File: config.mk
export PLATFORM = sky130hd
export DESIGN_NAME = gpw_strobe_timer
export DESIGN_NICKNAME = d
export VERILOG_FILES = /design/src/rtl/gpw_pkg.sv /design/src/rtl/gpw_strobe_timer.sv
export SDC_FILE = /design/constraint.sdc
export NUM_CORES = 1
export LEC_CHECK = 0
export ABC_AREA = 1
export BUFFER_PORTS_ARGS = -buffer_cell sky130_fd_sc_hd__buf_2
export CAP_MARGIN = 20
export CORE_ASPECT_RATIO = 1.4
export CORE_UTILIZATION = 55
export CTS_CLUSTER_DIAMETER = 60
export DETAILED_ROUTE_END_ITERATION = 7
export GPL_TIMING_DRIVEN = 0
export PLACE_DENSITY = 0.83
export SLEW_MARGIN = 20
export SYNTH_ARGS = -nofsm -noshare
export SYNTH_HDL_FRONTEND = slang
export SYNTH_SLANG_ARGS = --single-unit
File: constraint.sdc
create_clock -name core_clk -period 4.1 [get_ports core_clk]
set_input_delay 0 -clock core_clk [delete_from_list [all_inputs] [get_ports core_clk]]
set_output_delay 0 -clock core_clk [all_outputs]
set_load 0.01 [all_outputs]
File: src/rtl/gpw_pkg.sv
// Purpose: Constants and types for the bus write strobe and latch timer
// Assumes: Byte wide register port addressed by register offset
// Notes:   Every timing field counts internal clock periods, value plus one
//
// Behaviour
// - A write strobe stays active for its pulse length plus one clocks.
// - Write strobes rise write delay plus one clocks after cycle start.
// - The latch pulse stays active for its length field plus one clocks.
// - The latch pulse rises its delay plus one clocks after cycle start.
// - I/O and memory write strobes share one length and one delay setting.
// - Latch delay counts from each cycle start and resets to zero.
package gpw_pkg;

    // ****************************************
    // Register map
    // ****************************************
    localparam int          ADDR_W          = 12;
    localparam int          FIELD_W         = 8;
    localparam int          CNT_W           = 10;
    localparam logic [11:0] OFF_WR_LEN      = 12'h0c0d;
    localparam logic [11:0] OFF_WR_DELAY    = 12'h0c0e;
    localparam logic [11:0] OFF_ALE_LEN     = 12'h0c0f;
    localparam logic [11:0] OFF_ALE_DELAY   = 12'h0c10;

    // ****************************************
    // Reset values
    // ****************************************
    localparam logic [7:0]  RST_WR_LEN      = 8'h00;
    localparam logic [7:0]  RST_WR_DELAY    = 8'h00;
    localparam logic [7:0]  RST_ALE_LEN     = 8'h00;
    localparam logic [7:0]  RST_ALE_DELAY   = 8'h00;
    localparam logic [7:0]  RDATA_NONE      = 8'h00;

    // Timing fields travel together
    typedef struct packed {
        logic [7:0] write_pulse_len_field;
        logic [7:0] write_delay_field;
        logic [7:0] latch_pulse_len_field;
        logic [7:0] latch_delay_field;
    } gpw_timing_t;

    // Bus cycle request from the cycle generator
    typedef struct packed {
        logic start;
        logic is_write;
        logic is_mem;
    } gpw_cyc_t;

    typedef enum logic {
        GPW_IDLE,
        GPW_RUN
    } gpw_state_t;

endpackage

File: src/rtl/gpw_strobe_timer.sv
// Purpose: Places write strobes and the address latch pulse in a bus cycle
// Assumes: Inputs synchronous to core_clk, single clock domain
// Notes:   New cycle start is ignored while cyc_ready is low
`timescale 1ns/1ps
module gpw_strobe_timer (
    input  wire logic                      core_clk,
    input  wire logic                      arst_n,
    input  wire logic [gpw_pkg::ADDR_W-1:0] reg_addr,
    input  wire logic                      reg_wr,
    input  wire logic                      reg_rd,
    input  wire logic [7:0]                reg_wdata,
    output logic      [7:0]                reg_rdata,
    input  wire gpw_pkg::gpw_cyc_t         cyc,
    output logic                           cyc_ready,
    output logic                           io_write_strobe,
    output logic                           mem_write_strobe,
    output logic                           addr_latch_pulse_out
);
    import gpw_pkg::*;

    // ****************************************
    // Software registers
    // ****************************************
    gpw_timing_t regs_q;
    gpw_timing_t regs_d;
    logic [7:0]  rdata_q;
    logic [7:0]  rdata_d;

    // Byte lookup shared by read path
    function automatic logic [7:0] reg_read(input logic [11:0] a,
                                            input gpw_timing_t r);
        logic [7:0] v;
        v = RDATA_NONE;
        unique case (a)
            OFF_WR_LEN:    v = r.write_pulse_len_field;
            OFF_WR_DELAY:  v = r.write_delay_field;
            OFF_ALE_LEN:   v = r.latch_pulse_len_field;
            OFF_ALE_DELAY: v = r.latch_delay_field;
            default:       v = RDATA_NONE;
        endcase
        return v;
    endfunction

    // Register writes and registered read data; unmapped reads give zero
    always_comb begin
        regs_d  = regs_q;
        rdata_d = rdata_q;
        if (reg_wr) begin
            unique case (reg_addr)
                OFF_WR_LEN:    regs_d.write_pulse_len_field = reg_wdata;
                OFF_WR_DELAY:  regs_d.write_delay_field     = reg_wdata;
                OFF_ALE_LEN:   regs_d.latch_pulse_len_field = reg_wdata;
                OFF_ALE_DELAY: regs_d.latch_delay_field     = reg_wdata;
                default:       regs_d = regs_q;
            endcase
        end
        if (reg_rd) begin
            rdata_d = reg_read(reg_addr, regs_q);
        end
    end

    always_ff @(posedge core_clk or negedge arst_n) begin
        if (!arst_n) begin
            regs_q.write_pulse_len_field <= RST_WR_LEN;
            regs_q.write_delay_field     <= RST_WR_DELAY;
            regs_q.latch_pulse_len_field <= RST_ALE_LEN;
            regs_q.latch_delay_field     <= RST_ALE_DELAY;
            rdata_q                      <= RDATA_NONE;
        end else begin
            regs_q  <= regs_d;
            rdata_q <= rdata_d;
        end
    end

    // ****************************************
    // Cycle sequencer
    // ****************************************
    gpw_state_t             state_q;
    gpw_state_t             state_d;
    gpw_timing_t            lat_q;
    gpw_timing_t            lat_d;
    logic [CNT_W-1:0]       cnt_q;
    logic [CNT_W-1:0]       cnt_d;
    logic                   wr_q;
    logic                   wr_d;
    logic                   mem_q;
    logic                   mem_d;
    logic                   io_q;
    logic                   io_d;
    logic                   memwr_q;
    logic                   memwr_d;
    logic                   ale_q;
    logic                   ale_d;
    logic                   ready_q;
    logic                   ready_d;
    logic [CNT_W-1:0]       wr_rise;
    logic [CNT_W-1:0]       wr_last;
    logic [CNT_W-1:0]       ale_rise;
    logic [CNT_W-1:0]       ale_last;
    logic                   wr_win;
    logic                   ale_win;

    // Edges of each window, in clocks counted from the start edge
    always_comb begin
        wr_rise  = CNT_W'(lat_q.write_delay_field) + CNT_W'(1);
        wr_last  = wr_rise + CNT_W'(lat_q.write_pulse_len_field);
        ale_rise = CNT_W'(lat_q.latch_delay_field) + CNT_W'(1);
        ale_last = ale_rise + CNT_W'(lat_q.latch_pulse_len_field);
    end

    // Counter restarts at each taken start; fields latched only then
    always_comb begin
        state_d = state_q;
        lat_d   = lat_q;
        cnt_d   = cnt_q;
        wr_d    = wr_q;
        mem_d   = mem_q;
        wr_win  = 1'b0;
        ale_win = 1'b0;
        unique case (state_q)
            GPW_IDLE: begin
                if (cyc.start) begin
                    state_d = GPW_RUN;
                    lat_d   = regs_q;
                    cnt_d   = '0;
                    wr_d    = cyc.is_write;
                    mem_d   = cyc.is_mem;
                end
            end
            GPW_RUN: begin
                cnt_d   = cnt_q + CNT_W'(1);
                wr_win  = (cnt_d >= wr_rise) && (cnt_d <= wr_last);
                ale_win = (cnt_d >= ale_rise) && (cnt_d <= ale_last);
                // Cycle ends once both windows have closed
                if (cnt_d > wr_last && cnt_d > ale_last) begin
                    state_d = GPW_IDLE;
                    wr_win  = 1'b0;
                    ale_win = 1'b0;
                end
            end
        endcase
        // One window drives whichever strobe the cycle selected
        io_d    = wr_win && wr_q && !mem_q;
        memwr_d = wr_win && wr_q && mem_q;
        ale_d   = ale_win;
        ready_d = (state_d == GPW_IDLE);
    end

    always_ff @(posedge core_clk or negedge arst_n) begin
        if (!arst_n) begin
            state_q <= GPW_IDLE;
            lat_q   <= '0;
            cnt_q   <= '0;
            wr_q    <= 1'b0;
            mem_q   <= 1'b0;
            io_q    <= 1'b0;
            memwr_q <= 1'b0;
            ale_q   <= 1'b0;
            ready_q <= 1'b1;
        end else begin
            state_q <= state_d;
            lat_q   <= lat_d;
            cnt_q   <= cnt_d;
            wr_q    <= wr_d;
            mem_q   <= mem_d;
            io_q    <= io_d;
            memwr_q <= memwr_d;
            ale_q   <= ale_d;
            ready_q <= ready_d;
        end
    end

    assign reg_rdata            = rdata_q;
    assign cyc_ready            = ready_q;
    assign io_write_strobe      = io_q;
    assign mem_write_strobe     = memwr_q;
    assign addr_latch_pulse_out = ale_q;

    // ****************************************
    // Checks
    // ****************************************
    logic [CNT_W-1:0] wr_hi_q;
    logic [CNT_W-1:0] ale_hi_q;
    logic             ale_wrote_q;
    logic             any_wr;

    // Helper: high-time counters and first-write flag
    assign any_wr = io_q || memwr_q;
    always_ff @(posedge core_clk or negedge arst_n) begin
        if (!arst_n) begin
            wr_hi_q     <= '0;
            ale_hi_q    <= '0;
            ale_wrote_q <= 1'b0;
        end else begin
            wr_hi_q  <= any_wr ? wr_hi_q + CNT_W'(1) : '0;
            ale_hi_q <= ale_q ? ale_hi_q + CNT_W'(1) : '0;
            if (reg_wr && reg_addr == OFF_ALE_DELAY) begin
                ale_wrote_q <= 1'b1;
            end
        end
    end
endmodule

Yosys cells after proc, flatten, opt, wreduce, memory -nomap -nowiden

Cells that the tools add are included.

Output and inout port bits: 12
Input bits: 27
Flip-flop bits (word level): 89

Equality and inequality tests: 5
Bitwise logic cells: 2
Muxes and demuxes: 10
Add/sub/neg operators: 5
$lt $le $gt $ge: 6
Reduce and logical (&&, ||, !) cells: 12

Operators by type and width:

| kind                                          | number |
|---|---|
| equality test 12 bit, second input constant   | 4 |
| case mux 8 bit (4 select lines)               | 1 |
| adder 9 x 8 -> 10 bit                         | 2 |
| greater-or-equal comparator 10 x 9 -> 1 bit   | 2 |
| > comparator 10 bit                           | 2 |
| less-or-equal comparator 10 bit               | 2 |
| case mux 10 bit (2 select lines)              | 1 |
| adder 8 x 1 -> 9 bit, second input constant   | 2 |
| adder 10 x 1 -> 10 bit, second input constant | 1 |
| two-way mux 10 bit                            | 1 |
| AND reduction 2 bit                           | 5 |
| logical AND 1 bit                             | 6 |
| two-way mux 1 bit                             | 6 |
| != test 2 bit, second input constant          | 1 |
| inverter 1 bit                                | 2 |
| case mux 1 bit (2 select lines)               | 1 |
| logical NOT 1 bit                             | 1 |

Logic depth before layout (Yosys ltp)

Word-level depth: 8
Gate-level depth with buffers: 25
Mapped depth without buffers: 25

Worst setup path before layout

No wires, ideal clock.

Path type: reg-to-reg
Start point: register lat_q[16] in the netlist's numbering
End point: register state_q
Setup time: 0.115 ns
Cell stages (with the launch flop): 23
Arrival time: 2.969 ns
Clock period less this slack: 3.084 ns
Slack: 1.016 ns
Cells stage by stage: dfrtp_1 ha_1 nand3_1 inv_1 nand3_1 xor2_1 inv_1 ha_1 inv_1 o311ai_0 nand2_1 nand2_1 nand2_1 ha_1 nand2_1 nor2_1 o211ai_1 nand3_1 nand2_1 inv_1 nand2_1 nand2_1 inv_1

Cells in the longest elaborated chain, start to end: 6

Ends and longest elaborated chain:

| what                            | line                    | text |
|---|---|---|
| start: declaration              | gpw_strobe_timer.sv:80  | `gpw_timing_t lat_q;` |
| start signal: assignment        | gpw_strobe_timer.sv:162 | `lat_q <= lat_d;` |
| adder 8 x 1 -> 9 bit            | gpw_strobe_timer.sv:105 | `wr_rise = CNT_W'(lat_q.write_delay_field) + CNT_W'(1);` |
| adder 9 x 8 -> 10 bit           | gpw_strobe_timer.sv:106 | `wr_last = wr_rise + CNT_W'(lat_q.write_pulse_len_field);` |
| > comparator 10 bit             | gpw_strobe_timer.sv:135 | `if (cnt_d > wr_last && cnt_d > ale_last) begin` |
| logical AND 1 bit               | gpw_strobe_timer.sv:135 |  |
| two-way mux 1 bit               | gpw_strobe_timer.sv:135 |  |
| case mux 1 bit (2 select lines) | gpw_strobe_timer.sv:120 | `unique case (state_q)` |
| via state_d                     | gpw_strobe_timer.sv:79  | `gpw_state_t state_d;` |
| end signal: assignment          | gpw_strobe_timer.sv:161 | `state_q <= state_d;` |
| end: declaration                | gpw_strobe_timer.sv:78  | `gpw_state_t state_q;` |

The timed path passes the listed nets, and every way through them passes these cells.
A chain may end at the register's enable or synchronous reset.

Worst setup path after layout

Start point: register lat_q[16] in the netlist's numbering
End point: register memwr_q, in the netlist mem_write_strobe

Cells in the longest elaborated chain, start to end: 8
Elaborated cells between the ends (all ways): 11

Ends and longest elaborated chain:

| what                                                                   | line                                             | text |
|---|---|---|
| adder 8 x 1 -> 9 bit (*)                                               | gpw_strobe_timer.sv:105                          |  |
| adder 9 x 8 -> 10 bit                                                  | gpw_strobe_timer.sv:106                          |  |
| less-or-equal comparator 10 bit or > comparator 10 bit (tied branches) | gpw_strobe_timer.sv:132, gpw_strobe_timer.sv:135 |  |
| logical AND 1 bit, on equally long branches                            | gpw_strobe_timer.sv:132, gpw_strobe_timer.sv:135 |  |
| two-way mux 1 bit (*)                                                  | gpw_strobe_timer.sv:135                          |  |
| two-way mux 1 bit (*)                                                  | gpw_strobe_timer.sv:120                          |  |
| logical AND 1 bit (*) (2 in series)                                    | gpw_strobe_timer.sv:144                          | `memwr_d = wr_win && wr_q && mem_q;` |
| via memwr_d                                                            | gpw_strobe_timer.sv:91                           | `logic memwr_d;` |
| end signal: assignment                                                 | gpw_strobe_timer.sv:167                          | `memwr_q <= memwr_d;` |
| end: declaration                                                       | gpw_strobe_timer.sv:90                           | `logic memwr_q;` |

Mark *: on every way through the listed nets, which the timed path passes. The rest lies on a longest branch.

==> summary.txt <==
Hold path
  • Worst hold path type: primary input to register
  • Hold Path Origin: reg_wdata[7]

Drt
  • Detailed Route Iter0 Violations: between 200 and 300
  • Vias/cell: about 5.6
  • Detail Route Antenna Nets: 0
  • Per-cell routed wire length: approximately 16 microns
  • WL final: 13,700 microns
  • Detailed-route via count: about 5,000
  • TritonRoute pass-1 iters: 5
  • Drt drc: 0

Layout
  • Most common cell after layout, fill and taps aside: nand2_1
  • # diodes: 0
  • Number of nets in the layout: around 820
  • Synth-to-layout area growth: 13.7%
  • Share of layout cells above drive strength 1: between 10% and 20%
  • Most frequent cells in the layout: nand2_1 (139), inv_1 (94), dfrtp_1 (88)

Floorplan
  • Initial Util: 57.1%
  • Core area: ~10000 sq um
  • Die ar.: between 10,000 and 15,000 sq um
  • Die H: about 120 microns
  • Row count: 43
  • Die Width: 87.9 microns
  • I/O pins: 39

Pwr
  • Pwr/cell area: 491 nW/um^2
  • LEAKAGE: roughly 3.4 nW
  • Power Total: about 3.2 mW
  • Worst VDD drop: roughly 0.31 mV

Worst setup path
  • Critical Path RT: between 4 and 5 ns
  • Worst-path fanout max: 4
  • Worst Setup SP: lat_q[16]
  • Crit path DAT: between 3 and 4 ns
  • CP endpoint kind: register
  • Reg2reg start: lat_q[16]
  • CP Class: register to register
  • CP startpoint kind: register

Clock network
  • Root buffer cell: clkbuf_16
  • CTS H-tree depth: 3
  • Num CTS Buffers: 9
  • Clock Tree Buf Depth: 2
  • CTS tree: built
  • Clk sinks: between 80 and 90
  • CTS clk-pin slew, worst paths: around 0.07 ns
  • Clk_lat worst skew: about 0.35 ns

Placement
  • RePlAce Congestion: roughly 0.9
  • Port-buffer cells: 38
  • DP HPWL: about 10,000 microns

STA
  • Worst Skew: 0.00954 ns
  • Pins over their slew limit: 0
  • Slew headroom: a little over half
  • Setup-failing EPs final: 0
  • Part of the cycle the worst path needs: between 80 and 90%
  • Least-Margin Pin Slew: 0.686 ns
  • Fmax: between 200 and 300 MHz
  • Fin crit period: approximately 3.6 ns
  • RSZ-0062 raised after global routing: no
  • TNS Setup: 0 ns
  • Final hold vios: 0

Global routing
  • Remaining Overflow, GRT: 0
  • Gr usage total: approximately 28%
  • First-pass GRT wire length: 22,700 microns
  • Vias in the first global route: a little under 5,000
  • Pin count of the biggest net entering global routing: 60
  • Initial antenna violation count: 0

Status
  • Status: finished, final reports clean

Synth
  • Cell taking the most area after synthesis: dfrtp_1
  • Avg Cell Area, Syn: between 8 and 9 sq um
  • YS warnings: 0
  • Main area contributors after synthesis: dfrtp_1 (39%), ha_1 (13%), nand2_1 (9.2%), inv_1 (6.2%), mux2_2 (4.2%)
  • Count of different cell masters after synthesis: 36
  • Sequential share of the synthesized area: roughly 39%
  • Synth Net Count: 760
  • Post-Synthesis Cells: roughly 670
  • Syn Std Cell Area: between 5000 and 6000 sq um
  • Yosys reg bits: 89
  • Yosys top cell area share: between 30% and 40%

Run
  • Maxcap violations: 0
worst max-delay path: stages (launching register included):
cell	delay, ns
dfrtp_1	0.40
ha_1	0.23
nand3_1	0.12
inv_1	0.07
nand3_1	0.09
xor2_1	0.21
inv_1	0.07
ha_1	0.32
inv_1	0.10
o311ai_0	0.58
nand2_1	0.11
nand2_1	0.10
nand2_1	0.06
ha_1	0.31
a21oi_1	0.15
o21a_1	0.13
nand3_1	0.09
a21oi_1	0.18
nand2_1	0.14
nor2_1	0.11
per-stage QoR:
step	util (%)	cell area, sq um	worst slack, ns	std cells	hold slack, ns
2_1_floorplan	-	5680	1.02	674	-0.296
3_3_place_gp	60.7	6040	0.607	847	0.237
3_5_place_dp	61.0	6070	0.516	848	-0.0285
4_1_cts	64.9	6460	0.475	873	0.00227
5_1_grt	64.9	6460	0.0798	873	0.00317
6_report	64.9	6460	0.461	873	0.0111
power by group:
group	internal, mW	total (mW)	leakage, nW	switching, mW
sequential	0.969	1.03	1.21	0.0647
combinational	0.507	1.32	2.03	0.814
clock	0.430	0.817	0.140	0.388
final timing paths:
check                                  endpoint  slack (ns)  cells after the start
min reg2reg                     io_write_strobe        0.43                      1
max in group asynchronous             regs_q[0]        3.32                      3
min in group asynchronous  addr_latch_pulse_out        0.14                      2
max reg2reg                    mem_write_strobe        0.46                     19
max                            mem_write_strobe        0.46                     19
min                                  regs_q[15]        0.01                      3
cells in the mapped netlist, drive strengths merged:
master  count
o21a        2
mux2       21
o22ai       4
nor3        8
nand4       9
or2         1
o211ai      2
ha         57
dfstp       1
a21o        1
o311ai      2
o21ai      75
fa          2
nand3      50
dfrtp      88
nand3b      5
xnor2       2
nor4        3
nor2       33
a21oi      31
nand2     142
xor2       25
inv        96
buf        12
a22o        2
routing by layer:
metal / vias to the layer above / part of all wire [%] / GRT usage [%]
met1: 2300 / 39 / 30.4
li1: 2374 / - / -
met4: 0 / 6.1 / 17.8
met2: 157 / 52 / 49.1
met5: - / 0 / 0
met3: 47 / 3.7 / 4.64
area by class of cell:
| cell class | instances | area [sq um] |
|---|---|---|
| Buffer | 12 | 68.8 |
| Clock buffer | 9 | 225 |
| Clock inverter | 7 | 73.8 |
| Fill cell | 797 | 3490 |
| Inverter | 96 | 360 |
| Multi-Input combinational cell | 477 | 3020 |
| Sequential cell | 89 | 2230 |
| Tap cell | 135 | 169 |
| Timing Repair Buffer | 48 | 310 |
cell families (layout without fill, tap and decap cells):
group / Yosys count / after routing / synth area share (%)
xor+xnor: 27 / 27 / 4.16
compound gates: 119 / 119 / 11.6
flops: 89 / 89 / 39.2
mux: 21 / 21 / 4.16
buf+inv: 108 / 172 / 7.55
fa+ha+maj: 59 / 59 / 13.3
simple gates: 251 / 251 / 20.1
sequential cells by signal (all words and copies together) (netlist names), 8 cells and up:
signal	cells
lat_q	32
regs_q	32
cnt_q	10
reg_rdata	8
repair_timing:
action	in CTS	in global routing
endpoints found under the setup margin	0	1
hold buffers	9	0
gates resized for setup	0	1
hold endpoints to repair	44	0
setup buffers	0	0
(Power assumes the default switching activity.)
